## src/core/pwr_mode_pkg.sv

```systemverilog
// Package of constants for the processor power mode controller.
package pwr_mode_pkg;
  // Register byte address (0x87 is not a multiple of four: index times 4).
  localparam logic [7:0] power_control_idx = 8'h87;
  localparam logic [11:0] power_control_addr = 12'h21c;
  localparam logic [7:0] power_control_rst = 8'h00;
  // Field positions inside the power control register.
  localparam int idle_bit = 0;
  localparam int stop_bit = 1;
  localparam int flags_lo = 2;
  localparam int flags_hi = 6;
  localparam int baud_bit = 7;
  // Restart address after any reset that ends a low-power mode.
  localparam logic [15:0] reset_vector = 16'h0000;
  // Lost clock detector timeout in nanoseconds and in system clock cycles.
  localparam int lost_clk_timeout_ns = 100000;
  localparam int clk_period_ns = 20;
  localparam int lost_clk_cycles = lost_clk_timeout_ns / clk_period_ns;
  typedef enum logic [1:0] {st_run, st_idle, st_stop} pwr_state_t;
endpackage : pwr_mode_pkg

```

## src/core/cpu_power_mode_control.sv

```systemverilog
// Power mode controller: Idle and Stop entry and exit, baud doubler, flags.
//
// Register access over APB is this design's own decision.
`timescale 1ns/10ps
// Summary of operation
// - Setting the idle bit halts the CPU once the writing instruction ends.
// - In Idle only the CPU clock stops; peripheral clocks and state remain.
// - An enabled interrupt in Idle clears idle and lets the CPU resume.
// - A reset that ends Idle restarts the CPU at address 0x0000.
// - An enabled watchdog keeps running in Idle and its reset ends Idle.
// - Setting the stop bit stops CPU, oscillators and digital peripherals.
// - Only a reset ends Stop, and execution restarts at address 0x0000.
// - In Stop only, an enabled lost clock detector resets the chip after its 100 us wait.
// - The stop and idle bits always read back as zero.
// - Bit 7 doubles the serial port baud rate when set.
// - Bits 6 to 2 are general flags with no hardware effect.
module cpu_power_mode_control #(
  parameter int num_irq = 16,
  parameter int lost_clk_timeout = pwr_mode_pkg::lost_clk_cycles
) (
  input wire logic pclk,
  input wire logic presetn,
  input wire logic psel,
  input wire logic penable,
  input wire logic pwrite,
  input wire logic [11:0] paddr,
  input wire logic [31:0] pwdata,
  input wire logic [3:0] pstrb,
  output logic [31:0] prdata,
  output logic pready,
  output logic pslverr,
  input wire logic insn_done,
  input wire logic [num_irq-1:0] irq_flag,
  input wire logic [num_irq-1:0] irq_enable,
  input wire logic watchdog_reset,
  input wire logic lost_clock_enable,
  input wire logic osc_activity,
  output logic cpu_clk_en,
  output logic periph_clk_en,
  output logic osc_en,
  output logic lost_clock_reset,
  output logic [15:0] restart_addr,
  output logic baud_doubler,
  output logic [4:0] general_flags,
  output logic idle_active,
  output logic stop_active
);
  pwr_mode_pkg::pwr_state_t state_ff;
  pwr_mode_pkg::pwr_state_t nxt_state;
  logic baud_ff;
  logic [4:0] flags_ff;
  logic idle_req_ff;
  logic stop_req_ff;
  logic wr_hit;
  logic addr_hit;
  logic [num_irq-1:0] irq_pending;
  logic wake_irq;
  logic lost_expired;

  // Full word decode; a one-cycle access phase, never waits.
  assign addr_hit = (paddr == pwr_mode_pkg::power_control_addr);
  assign wr_hit = psel && penable && pwrite && addr_hit && pstrb[0];
  assign pready = 1'b1;
  assign pslverr = psel && penable && !addr_hit;

  // One pending term per source; priority and the global enable play no
  // part, so any enabled source with its flag up wakes the CPU.
  for (genvar g = 0; g < num_irq; g++) begin : g_pending
    assign irq_pending[g] = irq_flag[g] & irq_enable[g];
  end
  assign wake_irq = |irq_pending;

  // Software fields of the register; they only steer outputs.
  always_ff @(posedge pclk or negedge presetn) begin
    if (!presetn) begin
      baud_ff <= pwr_mode_pkg::power_control_rst[pwr_mode_pkg::baud_bit];
      flags_ff <= pwr_mode_pkg::power_control_rst[6:2];
    end else if (wr_hit) begin
      baud_ff <= pwdata[pwr_mode_pkg::baud_bit];
      flags_ff <=
        pwdata[pwr_mode_pkg::flags_hi:pwr_mode_pkg::flags_lo];
    end
  end

  // Mode requests are held until the writing instruction completes, so the
  // CPU never stops in the middle of the store that asked for it.
  always_ff @(posedge pclk or negedge presetn) begin
    if (!presetn) begin
      idle_req_ff <= 1'b0;
      stop_req_ff <= 1'b0;
    end else if (wr_hit) begin
      idle_req_ff <= pwdata[pwr_mode_pkg::idle_bit];
      stop_req_ff <= pwdata[pwr_mode_pkg::stop_bit];
    end else if (insn_done) begin
      idle_req_ff <= 1'b0;
      stop_req_ff <= 1'b0;
    end
  end

  // Mode sequencer; Stop outranks Idle when both bits are written together.
  always_comb begin
    nxt_state = state_ff;
    case (state_ff)
      pwr_mode_pkg::st_run: begin
        if (insn_done && stop_req_ff) begin
          nxt_state = pwr_mode_pkg::st_stop;
        end else if (insn_done && idle_req_ff) begin
          nxt_state = pwr_mode_pkg::st_idle;
        end
      end
      pwr_mode_pkg::st_idle: begin
        if (wake_irq) begin
          nxt_state = pwr_mode_pkg::st_run;
        end
      end
      pwr_mode_pkg::st_stop: begin
        nxt_state = pwr_mode_pkg::st_stop;
      end
      default: nxt_state = pwr_mode_pkg::st_run;
    endcase
    // A watchdog reset request ends either low-power mode at once.
    if (watchdog_reset) begin
      nxt_state = pwr_mode_pkg::st_run;
    end
  end

  // The lost clock reset leaves Stop through the chip reset, which comes
  // back here on presetn; folding the watchdog into the next state keeps
  // the clock enables in step with the state.
  always_ff @(posedge pclk or negedge presetn) begin
    if (!presetn) begin
      state_ff <= pwr_mode_pkg::st_run;
    end else begin
      state_ff <= nxt_state;
    end
  end

  lost_clock_timer #(
    .timeout_cycles(lost_clk_timeout)
  ) u_lost_clock_timer (
    .pclk(pclk),
    .presetn(presetn),
    .enable(lost_clock_enable && (state_ff == pwr_mode_pkg::st_stop)),
    .clock_seen(osc_activity),
    .expired(lost_expired)
  );

  // Registered reset request so the chip reset sees a clean pulse.
  always_ff @(posedge pclk or negedge presetn) begin
    if (!presetn) begin
      lost_clock_reset <= 1'b0;
    end else begin
      lost_clock_reset <= lost_expired;
    end
  end

  // Clock gating: Idle only drops the CPU clock, Stop drops everything.
  always_ff @(posedge pclk or negedge presetn) begin
    if (!presetn) begin
      cpu_clk_en <= 1'b1;
      periph_clk_en <= 1'b1;
      osc_en <= 1'b1;
    end else begin
      cpu_clk_en <= (nxt_state == pwr_mode_pkg::st_run);
      periph_clk_en <= (nxt_state != pwr_mode_pkg::st_stop);
      osc_en <= (nxt_state != pwr_mode_pkg::st_stop);
    end
  end

  // Read data; the mode bits always read as zero.
  always_ff @(posedge pclk or negedge presetn) begin
    if (!presetn) begin
      prdata <= 32'h0000_0000;
    end else if (psel && !penable && !pwrite && addr_hit) begin
      prdata <= {24'h000000, baud_ff, flags_ff, 2'b00};
    end else if (psel && !penable) begin
      prdata <= 32'h0000_0000;
    end
  end

  // Status outputs straight from the state, the register fields and the reset vector.
  assign restart_addr = pwr_mode_pkg::reset_vector;
  assign baud_doubler = baud_ff;
  assign general_flags = flags_ff;
  assign idle_active = (state_ff == pwr_mode_pkg::st_idle);
  assign stop_active = (state_ff == pwr_mode_pkg::st_stop);

  // Idle follows the end of the instruction that asked for it.
  property p_idle_entry;
    @(posedge pclk) disable iff (!presetn)
      (state_ff == pwr_mode_pkg::st_run && insn_done && idle_req_ff
       && !stop_req_ff && !watchdog_reset) |=> idle_active;
  endproperty
  a_idle_entry: assert property (p_idle_entry)
    else $error("no idle entry");

  // While idle only the CPU clock is held; the rest keeps running.
  property p_idle_clocks;
    @(posedge pclk) disable iff (!presetn)
      idle_active && $past(idle_active) |->
        !cpu_clk_en && periph_clk_en && osc_en;
  endproperty
  a_idle_clocks: assert property (p_idle_clocks)
    else $error("idle gating");

  // An enabled pending source brings the CPU back on the next cycle.
  property p_wake;
    @(posedge pclk) disable iff (!presetn)
      idle_active && wake_irq |=> !idle_active ##0 cpu_clk_en;
  endproperty
  a_wake: assert property (p_wake)
    else $error("no wake on irq");

  // Masked or absent sources leave the CPU asleep.
  property p_idle_hold;
    @(posedge pclk) disable iff (!presetn)
      idle_active && !wake_irq && !watchdog_reset |=> idle_active;
  endproperty
  a_idle_hold: assert property (p_idle_hold)
    else $error("idle left without wake");

  // Whenever no low-power mode is active, every clock runs.
  property p_run_clocks;
    @(posedge pclk) disable iff (!presetn)
      !idle_active && !stop_active |->
        cpu_clk_en && periph_clk_en && osc_en;
  endproperty
  a_run_clocks: assert property (p_run_clocks)
    else $error("clock held while running");

  // The watchdog request ends either mode.
  property p_wdt;
    @(posedge pclk) disable iff (!presetn)
      watchdog_reset |=> !idle_active && !stop_active;
  endproperty
  a_wdt: assert property (p_wdt)
    else $error("watchdog ignored");

  // A request is used once: the end of the instruction consumes it.
  property p_req_clear;
    @(posedge pclk) disable iff (!presetn)
      insn_done && !wr_hit |=> !idle_req_ff && !stop_req_ff;
  endproperty
  a_req_clear: assert property (p_req_clear)
    else $error("mode request left over");

  // Stop follows the end of the instruction that asked for it.
  property p_stop_entry;
    @(posedge pclk) disable iff (!presetn)
      (state_ff == pwr_mode_pkg::st_run && insn_done && stop_req_ff
       && !watchdog_reset) |=> stop_active && !osc_en && !cpu_clk_en;
  endproperty
  a_stop_entry: assert property (p_stop_entry)
    else $error("no stop");

  // In Stop every clock is held, peripherals included.
  property p_stop_clocks;
    @(posedge pclk) disable iff (!presetn)
      stop_active |-> !cpu_clk_en && !periph_clk_en && !osc_en;
  endproperty
  a_stop_clocks: assert property (p_stop_clocks)
    else $error("clock running in stop");

  // Interrupts cannot end Stop; only a reset can.
  property p_stop_hold;
    @(posedge pclk) disable iff (!presetn)
      stop_active && !watchdog_reset |=> stop_active;
  endproperty
  a_stop_hold: assert property (p_stop_hold)
    else $error("stop left");

  // The detector only runs out while the chip is stopped.
  property p_lost_only_stop;
    @(posedge pclk) disable iff (!presetn)
      !stop_active |-> !lost_expired;
  endproperty
  a_lost_only_stop: assert property (p_lost_only_stop)
    else $error("lost clock timeout outside stop");

  // An expired detector raises the reset request one cycle later.
  property p_lost;
    @(posedge pclk) disable iff (!presetn)
      lost_expired |=> lost_clock_reset;
  endproperty
  a_lost: assert property (p_lost)
    else $error("no lost clock reset");

  // Reads show the stored fields, never the mode bits.
  property p_read_zero;
    @(posedge pclk) disable iff (!presetn)
      psel && penable && !pwrite |-> prdata[1:0] == 2'b00 && (!addr_hit
        || prdata == {24'h000000, baud_doubler, general_flags, 2'b00});
  endproperty
  a_read_zero: assert property (p_read_zero)
    else $error("mode bits read");

  // The baud doubler takes the written bit.
  property p_baud;
    @(posedge pclk) disable iff (!presetn)
      wr_hit |=> baud_doubler == $past(pwdata[7]);
  endproperty
  a_baud: assert property (p_baud)
    else $error("baud bit wrong");

  // The general flags take the written bits.
  property p_flags;
    @(posedge pclk) disable iff (!presetn)
      wr_hit |=> general_flags == $past(pwdata[6:2]);
  endproperty
  a_flags: assert property (p_flags)
    else $error("flags wrong");

  // Main scenarios: wake, Stop, lost clock, watchdog in Idle, both bits.
  c_idle_wake: cover property (@(posedge pclk) idle_active ##1 !idle_active);
  c_stop: cover property (@(posedge pclk) stop_active);
  c_lost: cover property (@(posedge pclk) lost_clock_reset);
  c_wdt_idle: cover property (@(posedge pclk) watchdog_reset && idle_active);
  c_both_req: cover property (@(posedge pclk)
    insn_done && idle_req_ff && stop_req_ff);
endmodule : cpu_power_mode_control

```

## src/core/lost_clock_timer.sv

```systemverilog
// Timeout counter of the lost clock detector used to leave Stop.
`timescale 1ns/10ps
module lost_clock_timer #(
  parameter int timeout_cycles = pwr_mode_pkg::lost_clk_cycles
) (
  input wire logic pclk,
  input wire logic presetn,
  input wire logic enable,
  input wire logic clock_seen,
  output logic expired
);
  logic [15:0] count_ff;

  // Counts cycles with no clock activity; any activity restarts the wait.
  always_ff @(posedge pclk or negedge presetn) begin
    if (!presetn) begin
      count_ff <= 16'h0000;
    end else if (!enable || clock_seen) begin
      count_ff <= 16'h0000;
    end else if (count_ff != timeout_cycles[15:0]) begin
      count_ff <= count_ff + 16'h0001;
    end
  end

  assign expired = enable && (count_ff == timeout_cycles[15:0]);
endmodule : lost_clock_timer

```

## config.mk

```make
export PLATFORM = sky130hd
export DESIGN_NAME = cpu_power_mode_control
export DESIGN_NICKNAME = d
export VERILOG_FILES = /design/src/core/pwr_mode_pkg.sv /design/src/core/cpu_power_mode_control.sv /design/src/core/lost_clock_timer.sv
export SDC_FILE = /design/constraint.sdc
export NUM_CORES = 1
export LEC_CHECK = 0
export ABC_AREA = 1
export BUFFER_PORTS_ARGS = -buffer_cell sky130_fd_sc_hd__buf_2
export CELL_PAD_IN_SITES_DETAIL_PLACEMENT = 0
export CELL_PAD_IN_SITES_GLOBAL_PLACEMENT = 2
export CORE_MARGIN = 1
export CORE_UTILIZATION = 21
export DETAILED_ROUTE_END_ITERATION = 10
export GPL_TIMING_DRIVEN = 0
export HOLD_SLACK_MARGIN = 0.02
export PLACE_DENSITY_LB_ADDON = 0.1
export SLEW_MARGIN = 10
export SYNTH_ARGS = -nofsm -noshare
export SYNTH_HDL_FRONTEND = slang
export SYNTH_HIERARCHICAL = 1
export SYNTH_SLANG_ARGS = --single-unit
```

## constraint.sdc

```tcl
create_clock -name pclk -period 1.5 [get_ports pclk]
set_input_delay 0.225 -clock pclk [delete_from_list [all_inputs] [get_ports pclk]]
set_output_delay 0.225 -clock pclk [all_outputs]
set_load 0.01 [all_outputs]
```

==> flow_metrics.tcl, run 1 <==
set metrics [dict create \
    status "finished clean" \
    final_util_pct 30.4 \
    synth_edf_count 0 \
    clkPwrFrac_pct 49.4 \
    synth_common_cells "nand2_1, buf_4, nor2_1" \
    fillers 1234 \
    ys_top_cells_by_area "dfrtp_1, buf_4, nand2_1" \
    slew_violations 0 \
    power.switching_uw 547 \
    synth_area_per_cell_um2 7.39 \
    critical_path_class "in -> out" \
    layout-drive-gt1-share_pct 38.5 \
    min_path_type "in -> async" \
    root_buffer "clkbuf_16" \
    fin_crit_sh_pct 91.7 \
    design.die.area_um2 11800 \
    rows 38 \
    tightest_slew_ns 0.843 \
    routedWlPerCell_um 9.56 \
    ys_types 32 \
    grt_util_all_layers_pct 10.4 \
    power_leakage_uw 0.00191 \
    finalWirelength_um 5690 \
    hold_ws_ns 0.0460 \
    die_w_um 108 \
    cts_sinks 35 \
    vias_per_cell 3.58 \
    finalSetupViolCount 0 \
    clk_path_buf_depth 2 \
    vias 2130 \
    period_minus_slack_ns 1.38 \
    p_sw_share_pct 22.6 \
    synth_area_um2 2380 \
    end_kind "output pin" \
    crit_arrival_ns 1.15 \
    async_flop_share_pct 100 \
    slew_headroom_pct 43.8 \
    crit_fanout 3 \
    ant_nets 0 \
    place_hpwl_um 4660 \
    final_hold_viol_count 0 \
    cts_buffers 5 \
    dpl.cell_count 583 \
    drt-initial-drc-count 36 \
    powerDensity_nw_per_um2 728 \
    rsz0062_at_grt "false" \
    fin_ws_ns 0.125 \
    synthMostInstantiatedCell "nand2_1" \
    yosysWarnings 6 \
    drv_cap 0 \
    initial_core_util_pct 21.8 \
    area_growth_pct 39.7 \
    required_ns 1.27 \
    h-tree-depth 2 \
    num_antenna_cells 0 \
    yosysSeqAreaShare_pct 36.9 \
    die_h_um 108 \
    fmax_ghz 0.727 \
    peakVddDrop_mv 0.465 \
    intPower_uw 1870 \
    core_area_um2 10900 \
    grt_pass1_wl_um 9630 \
    synthCells 322 \
    cts_tree "built" \
    pwr-share-seq_pct 39.0 \
    fin_nets 545 \
    gr-total-overflow 0 \
    antenna_found_initial 0 \
    synth_top_area_cell "dfrtp_1" \
    place.gp.congestion 0.695 \
    synth_ff_type "dfrtp_1" \
    instances_no_fill 595 \
    pin_count 151 \
    grt_pass1_vias 2085 \
    synth_top_area_share_pct 34.7 \
    synth-seq-cells 35 \
    p_comb_share_pct 11.5 \
    place_ws_ns -0.00197 \
    grt_max_degree 36 \
    clkSlewWorstSetupHoldPaths_ns 0.06 \
    insertion_delay_ns 0.27 \
    dr.pass1.iters 4 \
    drc_errors 0 \
    fin_skew_ns 0.00399 \
    io_buffer_count 80 \
    crit_path_start_kind "input port" \
]
==> layout by cell type, fill, tap and decap left out, types with 2 or more instances in the layout <==
| cell | synthesis | routed |
|---|---|---|
| conb_1 | 2 | 43 |
| buf_2 | 1 | 80 |
| dfrtp_1 | 33 | 33 |
| nor2_1 | 41 | 39 |
| nor2_2 | 8 | 9 |
| a21oi_1 | 6 | 6 |
| nor2_4 | 2 | 3 |
| buf_4 | 45 | 49 |
| inv_2 | 3 | 3 |
| clkbuf_16 | 0 | 5 |
| nand3b_1 | 2 | 2 |
| nand2_4 | 2 | 2 |
| buf_6 | 1 | 2 |
| o21bai_1 | 2 | 2 |
| inv_1 | 35 | 35 |
| nand2_1 | 84 | 84 |
| o21ai_2 | 9 | 9 |
| nand3_1 | 19 | 19 |
| xor2_1 | 2 | 2 |
| nand2_2 | 5 | 5 |
| nand4_1 | 3 | 3 |
| dfstp_2 | 2 | 2 |
| ha_1 | 2 | 2 |
| and2_1 | 2 | 2 |
| o21ai_0 | 3 | 3 |
==> what timing repair did <==
item	4_1_cts	5_1_grt
setup buffers	0	4
hold endpoints to repair	0	0
endpoints found under the setup margin	1	10
gates resized for setup	1	4
hold buffers	0	0
pin swaps	0	2
cloned	0	0
==> path summary, 6_finish.rpt <==
path | to | slack (ns) | cells after the start | start
worst max-delay path | pslverr | 0.12 | 7 | paddr[8]
worst min-delay path | u_lost_clock_timer/count_ff[0]$_DFFE_PN0P_ | 0.05 | 1 | presetn
worst max register to register | u_lost_clock_timer/count_ff[14]$_DFFE_PN0P_ | 0.13 | 8 | u_lost_clock_timer/count_ff[1]$_DFFE_PN0P_
worst min register to register | prdata[6]$_DFFE_PN0P_ | 0.48 | 2 | prdata[6]$_DFFE_PN0P_
max in group asynchronous | u_lost_clock_timer/count_ff[6]$_DFFE_PN0P_ | 0.91 | 1 | presetn
min in group pclk | cpu_clk_en$_DFF_PN1_ | 0.16 | 2 | watchdog_reset
==> power by group through the flow <==
stage,clock (µW),combinational (µW),sequential [µW]
after floorplan,0,169,962
after detailed placement,0,280,962
after global placement,0,277,962
final,1200,279,945
after global routing,1280,320,944
after CTS,1240,280,944
==> state kept, by name, summed over array words and instances (netlist names) <==
register,count
idle_req_ff,1
state_ff,2
general_flags,5
stop_req_ff,1
cpu_clk_en,1
baud_doubler,1
u_lost_clock_timer/count_ff,16
osc_en,1
prdata,6
lost_clock_reset,1
==> kinds of logic (layout without fill, tap and decap cells) <==
group | count (synthesis) | after routing | share of synthesized area [%]
fa+ha+maj | 2 | 2 | 1.05
flops | 35 | 35 | 36.9
compound gates | 22 | 22 | 6.31
xor+xnor | 2 | 2 | 0.736
other cells | 2 | 43 | 0.315
buf+inv | 85 | 177 | 20.9
simple gates | 174 | 174 | 33.8
==> stage by stage <==
| step | cell area [µm²] | total power (µW) | TNS, ns |
|---|---|---|---|
| 2_1_floorplan | 2530 | 1130 | 0 |
| 5_1_grt | 3330 | 2540 | 0 |
| 6_report | 3330 | 2420 | 0 |
| 4_1_cts | 3280 | 2470 | 0 |
| 3_3_place_gp | 3110 | 1240 | -0.00736 |
| 3_5_place_dp | 3110 | 1240 | -0.00197 |
==> metal layers <==
metal / wire length (µm) / GRT usage, %
met5: 0 / 0
met3: 324 / 3.13
met1: 2580 / 12.3
met4: 72 / 2.70
met2: 2720 / 18.2
==> area by class of cell <==
type | count | area (µm²) | share of cell area (%)
clock buffer | 5 | 125 | 3.76
sequential | 35 | 878 | 26.4
inverter | 38 | 143 | 4.29
timing repair buffer | 84 | 430 | 12.9
multi-input combinational | 243 | 1170 | 35.2
buffer | 47 | 360 | 10.8
tap | 140 | 175 | 5.27
clock inverter | 3 | 43.8 | 1.32
==> worst max-delay path, cell delays in order <==
cell and delay (ns):
buf_2 0.11, nor4_4 0.29, and2_1 0.18, buf_6 0.10
or2_1 0.09, inv_1 0.03, buf_2 0.13
No activity file was read; power rests on OpenSTA's default activity.
==> run 2, diff against run 1 <==
--- a/config.mk
+++ b/config.mk
@@ -8,12 +8,10 @@
 export ABC_AREA = 1
 export BUFFER_PORTS_ARGS = -buffer_cell sky130_fd_sc_hd__buf_2
-export CELL_PAD_IN_SITES_DETAIL_PLACEMENT = 0
-export CELL_PAD_IN_SITES_GLOBAL_PLACEMENT = 2
 export CORE_MARGIN = 1
-export CORE_UTILIZATION = 21
+export CORE_UTILIZATION = 43
 export DETAILED_ROUTE_END_ITERATION = 10
 export GPL_TIMING_DRIVEN = 0
 export HOLD_SLACK_MARGIN = 0.02
-export PLACE_DENSITY_LB_ADDON = 0.1
+export PLACE_DENSITY = 0.81
 export SLEW_MARGIN = 10
 export SYNTH_ARGS = -nofsm -noshare
==> constraint.sdc (replaced) <==
create_clock -name pclk -period 1.5 [get_ports pclk]
set_input_delay 0.225 -clock pclk [delete_from_list [all_inputs] [get_ports pclk]]
set_output_delay 0.225 -clock pclk [all_outputs]
set_load 0.02 [all_outputs]
==> flow_metrics.tcl, run 2 (synthesized netlist as in run 1, its figures left out) <==
set metrics [dict create \
    status "finished clean" \
    slowest_delay_ns 0.16 \
    insertion_delay_ns 0.29 \
    grt_max_degree 36 \
    grt_util_met3_pct 4.55 \
    root_buffer "clkbuf_8" \
    num_antenna_cells 0 \
    fmax_ghz 0.680 \
    crit_path_start_kind "input port" \
    min_path_type "in -> async" \
    drc_errors 0 \
    end_kind "output pin" \
    required_ns 1.27 \
    die_w_um 76.4 \
    final_hold_viol_count 0 \
    vias_per_cell 4.19 \
    clk_path_buf_depth 2 \
    finalSetupViolCount 0 \
    cts_tree "built" \
    dr.pass1.iters 4 \
    initial_core_util_pct 45.7 \
    layout_common_cells "nand2_1, buf_2, buf_4" \
    h-tree-depth 2 \
    ant_nets 0 \
    antenna_found_initial 0 \
    drv_cap 0 \
    rsz0062_at_grt "true" \
    register_area_um2 878 \
    fin_setup_tns_ns 0 \
    r2r_cells 7 \
    critical_path_class "in -> out" \
    crit_fanout 3 \
    gr-total-overflow 0 \
    power_leakage_uw 0.00188 \
    routedWlPerCell_um 9.46 \
    fillers 479 \
    cp_top_family "simple AND/OR/NAND/NOR gates" \
    cts_buffers 5 \
    clkSlewWorstSetupHoldPaths_ns 0.07 \
    multi_input_area_um2 1170 \
    design.die.area_um2 5840 \
    slowest_stage "nor2_2" \
    crit_chain "buf_2 -> nor2_2 -> nand3b_1 -> nor2_2 -> and2_4 -> buf_6 -> or2_1 -> inv_1 -> buf_4" \
    cp_common_cell "nor2_2" \
    slew_headroom_pct 49.1 \
    final_common_cell "nand2_1" \
    powerDensity_nw_per_um2 668 \
    crit_buf_inv 4 \
    period_minus_slack_ns 1.47 \
    total_power_uw 2130 \
    postPlaceCellArea_um2 3020 \
    place.gp.congestion 0.802 \
    largest_reg_flops 16 \
    finalWirelength_um 4960 \
    hold_buffers 0 \
    die_h_um 76.4 \
    rows 26 \
    grt_pass1_wl_um 8620 \
    place_hpwl_um 4040 \
    met1_usage_pct 18.3 \
    crit_arrival_ns 1.25 \
    dpl.cell_count 513 \
    fin_nets 544 \
    grt_busiest_layer "met2" \
    pin_count 151 \
    grt_pass1_vias 2160 \
    tightest_slew_ns 0.764 \
    fin_skew_ns 0.00541 \
    instances_no_fill 524 \
    area_growth_pct 33.6 \
    core_area_um2 5200 \
    drt-initial-drc-count 76 \
    top_register "u_lost_clock_timer/count_ff" \
    grt_util_all_layers_pct 18.0 \
    layout-drive-gt1-share_pct 38.8 \
    final_area_um2 3180 \
    slew_violations 0 \
    peakVddDrop_mv 0.528 \
    cp.depth 9 \
    vias 2194 \
    grt_use_met2_pct 35.5 \
    io_buffer_count 80 \
    fin_crit_sh_pct 98.1 \
    cts_sinks 35 \
]
run 2: cell count changes in the layout (fill, tap and decap cells not counted):
cell       before  now
clkbuf_16       5    0
clkbuf_8        0    5
and2_1          2    1
and2_4          0    1
buf_2          80   79
buf_4          49   48
clkbuf_4        0    1
nor2_1         39   38
nor2_2          9   10
run 2: power by group:
group | switching, µW | total (µW) | internal, µW
Clock | 356 | 850 | 495
Sequential | 0.0829 | 943 | 943
Combinational | 184 | 332 | 149
run 2: metal layers:
metal	wire length, µm	vias up
met5	0	-
met1	2000	957
met2	2610	74
li1	-	1160
met4	34	0
met3	306	3
run 2: timing repair:
action | 4_1_cts | 5_1_grt
pin swaps | 0 | 3
resized for setup | 1 | 7
setup buffers | 0 | 3
setup endpoints to repair | 1 | 10
run 2: stage by stage:
step | setup slack (ns) | util (%) | hold WS (ns)
4_1_cts | 0.0000463 | 60.3 | 0.0286
6_report | 0.0290 | 61.1 | 0.00753
2_1_floorplan | 0.266 | - | -0.0706
5_1_grt | -0.0595 | 61.1 | 0.0696
3_3_place_gp | 0.0631 | 58.1 | 0.342
3_5_place_dp | -0.0105 | 58.1 | 0.350
run 2: worst paths after layout:
check	from	to	slack, ns
min in group pclk	pwdata[1]	stop_req_ff$_DFFE_PN0P_	0.16
hold reg to reg	prdata[5]$_DFFE_PN0P_	prdata[5]$_DFFE_PN0P_	0.48
hold / removal	presetn	u_lost_clock_timer/count_ff[12]$_DFFE_PN0P_	0.008
setup reg to reg	u_lost_clock_timer/count_ff[0]$_DFFE_PN0P_	u_lost_clock_timer/count_ff[1]$_DFFE_PN0P_	0.16
setup / recovery	paddr[7]	pslverr	0.03
max in group asynchronous	presetn	u_lost_clock_timer/count_ff[6]$_DFFE_PN0P_	1.01
run 2: worst register-to-register path: cells and delay by family (launching register included):
family	cells	cell delay, ns
fa+ha+maj	1	0.19
buf+inv	1	0.09
flops	1	0.43
simple gates	5	0.52
run 2: cell type report:
| cell class | count | share of cell area, % |
|---|---|---|
| multi-input combinational | 243 | 36.9 |
| tap | 70 | 2.75 |
| inverter | 38 | 4.48 |
| buffer | 47 | 11.3 |
| timing repair buffer | 83 | 13.4 |
| sequential | 35 | 27.6 |
| clock buffer | 5 | 2.16 |
| clock inverter | 3 | 1.38 |
==> run 3, diff against run 2 <==
Settings changed: CORE_ASPECT_RATIO set to 1.75, CORE_UTILIZATION 43 to 46, PLACE_DENSITY 0.81 to 0.86.
Clock period 1.5 ns to 1.8 ns, I/O delays scaled along.
==> flow_metrics.tcl, run 3 (synthesized netlist as in run 1, its figures left out) <==
set metrics [dict create \
    period_minus_slack_ns 1.64 \
    design.die.area_um2 5480 \
    grt_pass1_wl_um 8630 \
    critical_path_class "in -> out" \
    layout_common_cells "nand2_1, buf_2, buf_4" \
    largest_reg_flops 16 \
    die_h_um 97.2 \
    grt_util_all_layers_pct 19.6 \
    drc_errors 0 \
    ant_nets 0 \
    cts_sinks 35 \
    cts_resized 0 \
    total_power_uw 1610 \
    dr.pass1.iters 4 \
    multi_input_area_um2 1160 \
    final_common_cell "nand2_1" \
    fmax_ghz 0.610 \
    die_w_um 56.4 \
    cts_setup_buffers 0 \
    required_ns 1.53 \
    fillers 454 \
    slew_headroom_pct 49.6 \
    dpl.cell_count 497 \
    root_buffer "clkbuf_8" \
    crit_path_start_kind "input port" \
    instances_no_fill 505 \
    fin_ws_ns 0.162 \
    grt_max_degree 36 \
    layout-drive-gt1-share_pct 36.8 \
    num_antenna_cells 0 \
    initial_core_util_pct 47.8 \
    place_ws_ns 0.135 \
    crit_buf_inv 4 \
    powerDensity_nw_per_um2 523 \
    core_area_um2 4980 \
    clk_path_buf_depth 2 \
    tightest_slew_ns 0.757 \
    top_register "u_lost_clock_timer/count_ff" \
    slew_violations 0 \
    finalSetupViolCount 0 \
    clkSlewWorstSetupHoldPaths_ns 0.07 \
    end_kind "output pin" \
    place.gp.congestion 0.872 \
    power_leakage_uw 0.00185 \
    crit_chain "buf_2 -> nor2_1 -> nand3b_1 -> nor2_1 -> and2_1 -> buf_4 -> or2_1 -> inv_1 -> buf_2" \
    fin_setup_tns_ns 0 \
    rows 34 \
    rsz0062_at_grt "false" \
    crit_arrival_ns 1.37 \
    min_path_type "in -> async" \
    peakVddDrop_mv 0.416 \
    insertion_delay_ns 0.29 \
    vias_per_cell 4.47 \
    final_hold_viol_count 0 \
    drt-initial-drc-count 29 \
    io_buffer_count 80 \
    fin_crit_sh_pct 91.0 \
    register_area_um2 878 \
    fin_nets 541 \
    hold_buffers 0 \
    vias 2259 \
    grt_pass1_vias 2216 \
    cts_buffers 5 \
    status "finished clean" \
    cts_tree "built" \
    slowest_delay_ns 0.18 \
    drv_cap 0 \
    crit_fanout 9 \
    final_util_pct 61.9 \
    place_hpwl_um 4210 \
    pin_count 151 \
    cp_top_family "simple AND/OR/NAND/NOR gates" \
    finalWirelength_um 5030 \
    fin_skew_ns 0.00948 \
    area_growth_pct 29.5 \
    slowest_stage "nor2_1" \
    routedWlPerCell_um 9.96 \
    h-tree-depth 2 \
    gr-total-overflow 0 \
    antenna_found_initial 0 \
]
-- run 3: cell types whose count changed in the layout (fill, tap and decap cells not counted) --
cell	change
buf_4	-3
clkbuf_4	-1
and2_1	+1
nor2_2	-2
buf_2	+2
clkinv_4	-1
and2_4	-1
nor2_1	+3
buf_6	-1
clkbuf_1	+3
bufinv_16	-1
clkinv_2	-1
nor2_4	-1
-- run 3: worst reg2reg max path: cells and delay by family, from the launching register on --
| kind | cells | cell delay (ns) |
|---|---|---|
| AND/OR/NAND/NOR | 5 | 0.57 |
| flip-flops | 1 | 0.43 |
| adder cells (fa/ha/maj) | 1 | 0.20 |
| buffers and inverters | 1 | 0.14 |
-- run 3: final cells by class --
cell class              instances  area share (%)
inverters                      38            4.63
multi-input cells             243            37.6
plain buffers                  47            11.5
flip-flops and latches         35            28.5
clock buffers                   8            2.60
repair buffers                 80            13.0
well taps                      54            2.19
-- run 3: through the flow --
| step | cell area (µm²) | hold slack (ns) |
|---|---|---|
| global placement | 3000 | 0.391 |
| floorplan | 2530 | -0.0256 |
| finish | 3080 | 0.0500 |
| detailed placement | 3000 | 0.396 |
| CTS | 3080 | 0.0775 |
| global route | 3080 | 0.119 |
-- run 3: where the power goes --
part | switching (µW) | total, µW | internal, µW
logic | 150 | 273 | 123
registers | 0.0778 | 787 | 787
clock network | 276 | 551 | 275
-- run 3: worst paths after layout --
kind | startpoint | end | slack [ns] | depth (start not counted)
max | paddr[7] | pslverr | 0.16 | 9
min | presetn | u_lost_clock_timer/count_ff[0]$_DFFE_PN0P_ | 0.05 | 1
max reg2reg | u_lost_clock_timer/count_ff[0]$_DFFE_PN0P_ | u_lost_clock_timer/count_ff[0]$_DFFE_PN0P_ | 0.34 | 7
min reg2reg | prdata[4]$_DFFE_PN0P_ | prdata[4]$_DFFE_PN0P_ | 0.49 | 2
max in group asynchronous | presetn | general_flags[3]$_DFFE_PN0P_ | 1.26 | 1
min in group pclk | watchdog_reset | cpu_clk_en$_DFF_PN1_ | 0.21 | 2
-- run 3: layer usage --
layer / wire length, µm / track usage [%] / share of wire, % / up-vias
li1: - / - / - / 1157
met1: 1640 / 16.2 / 33 / 992
met2: 2920 / 40.4 / 58 / 98
met3: 351 / 4.26 / 7.0 / 12
met4: 121 / 9.94 / 2.4 / 0
met5: 0 / 0 / 0 / -
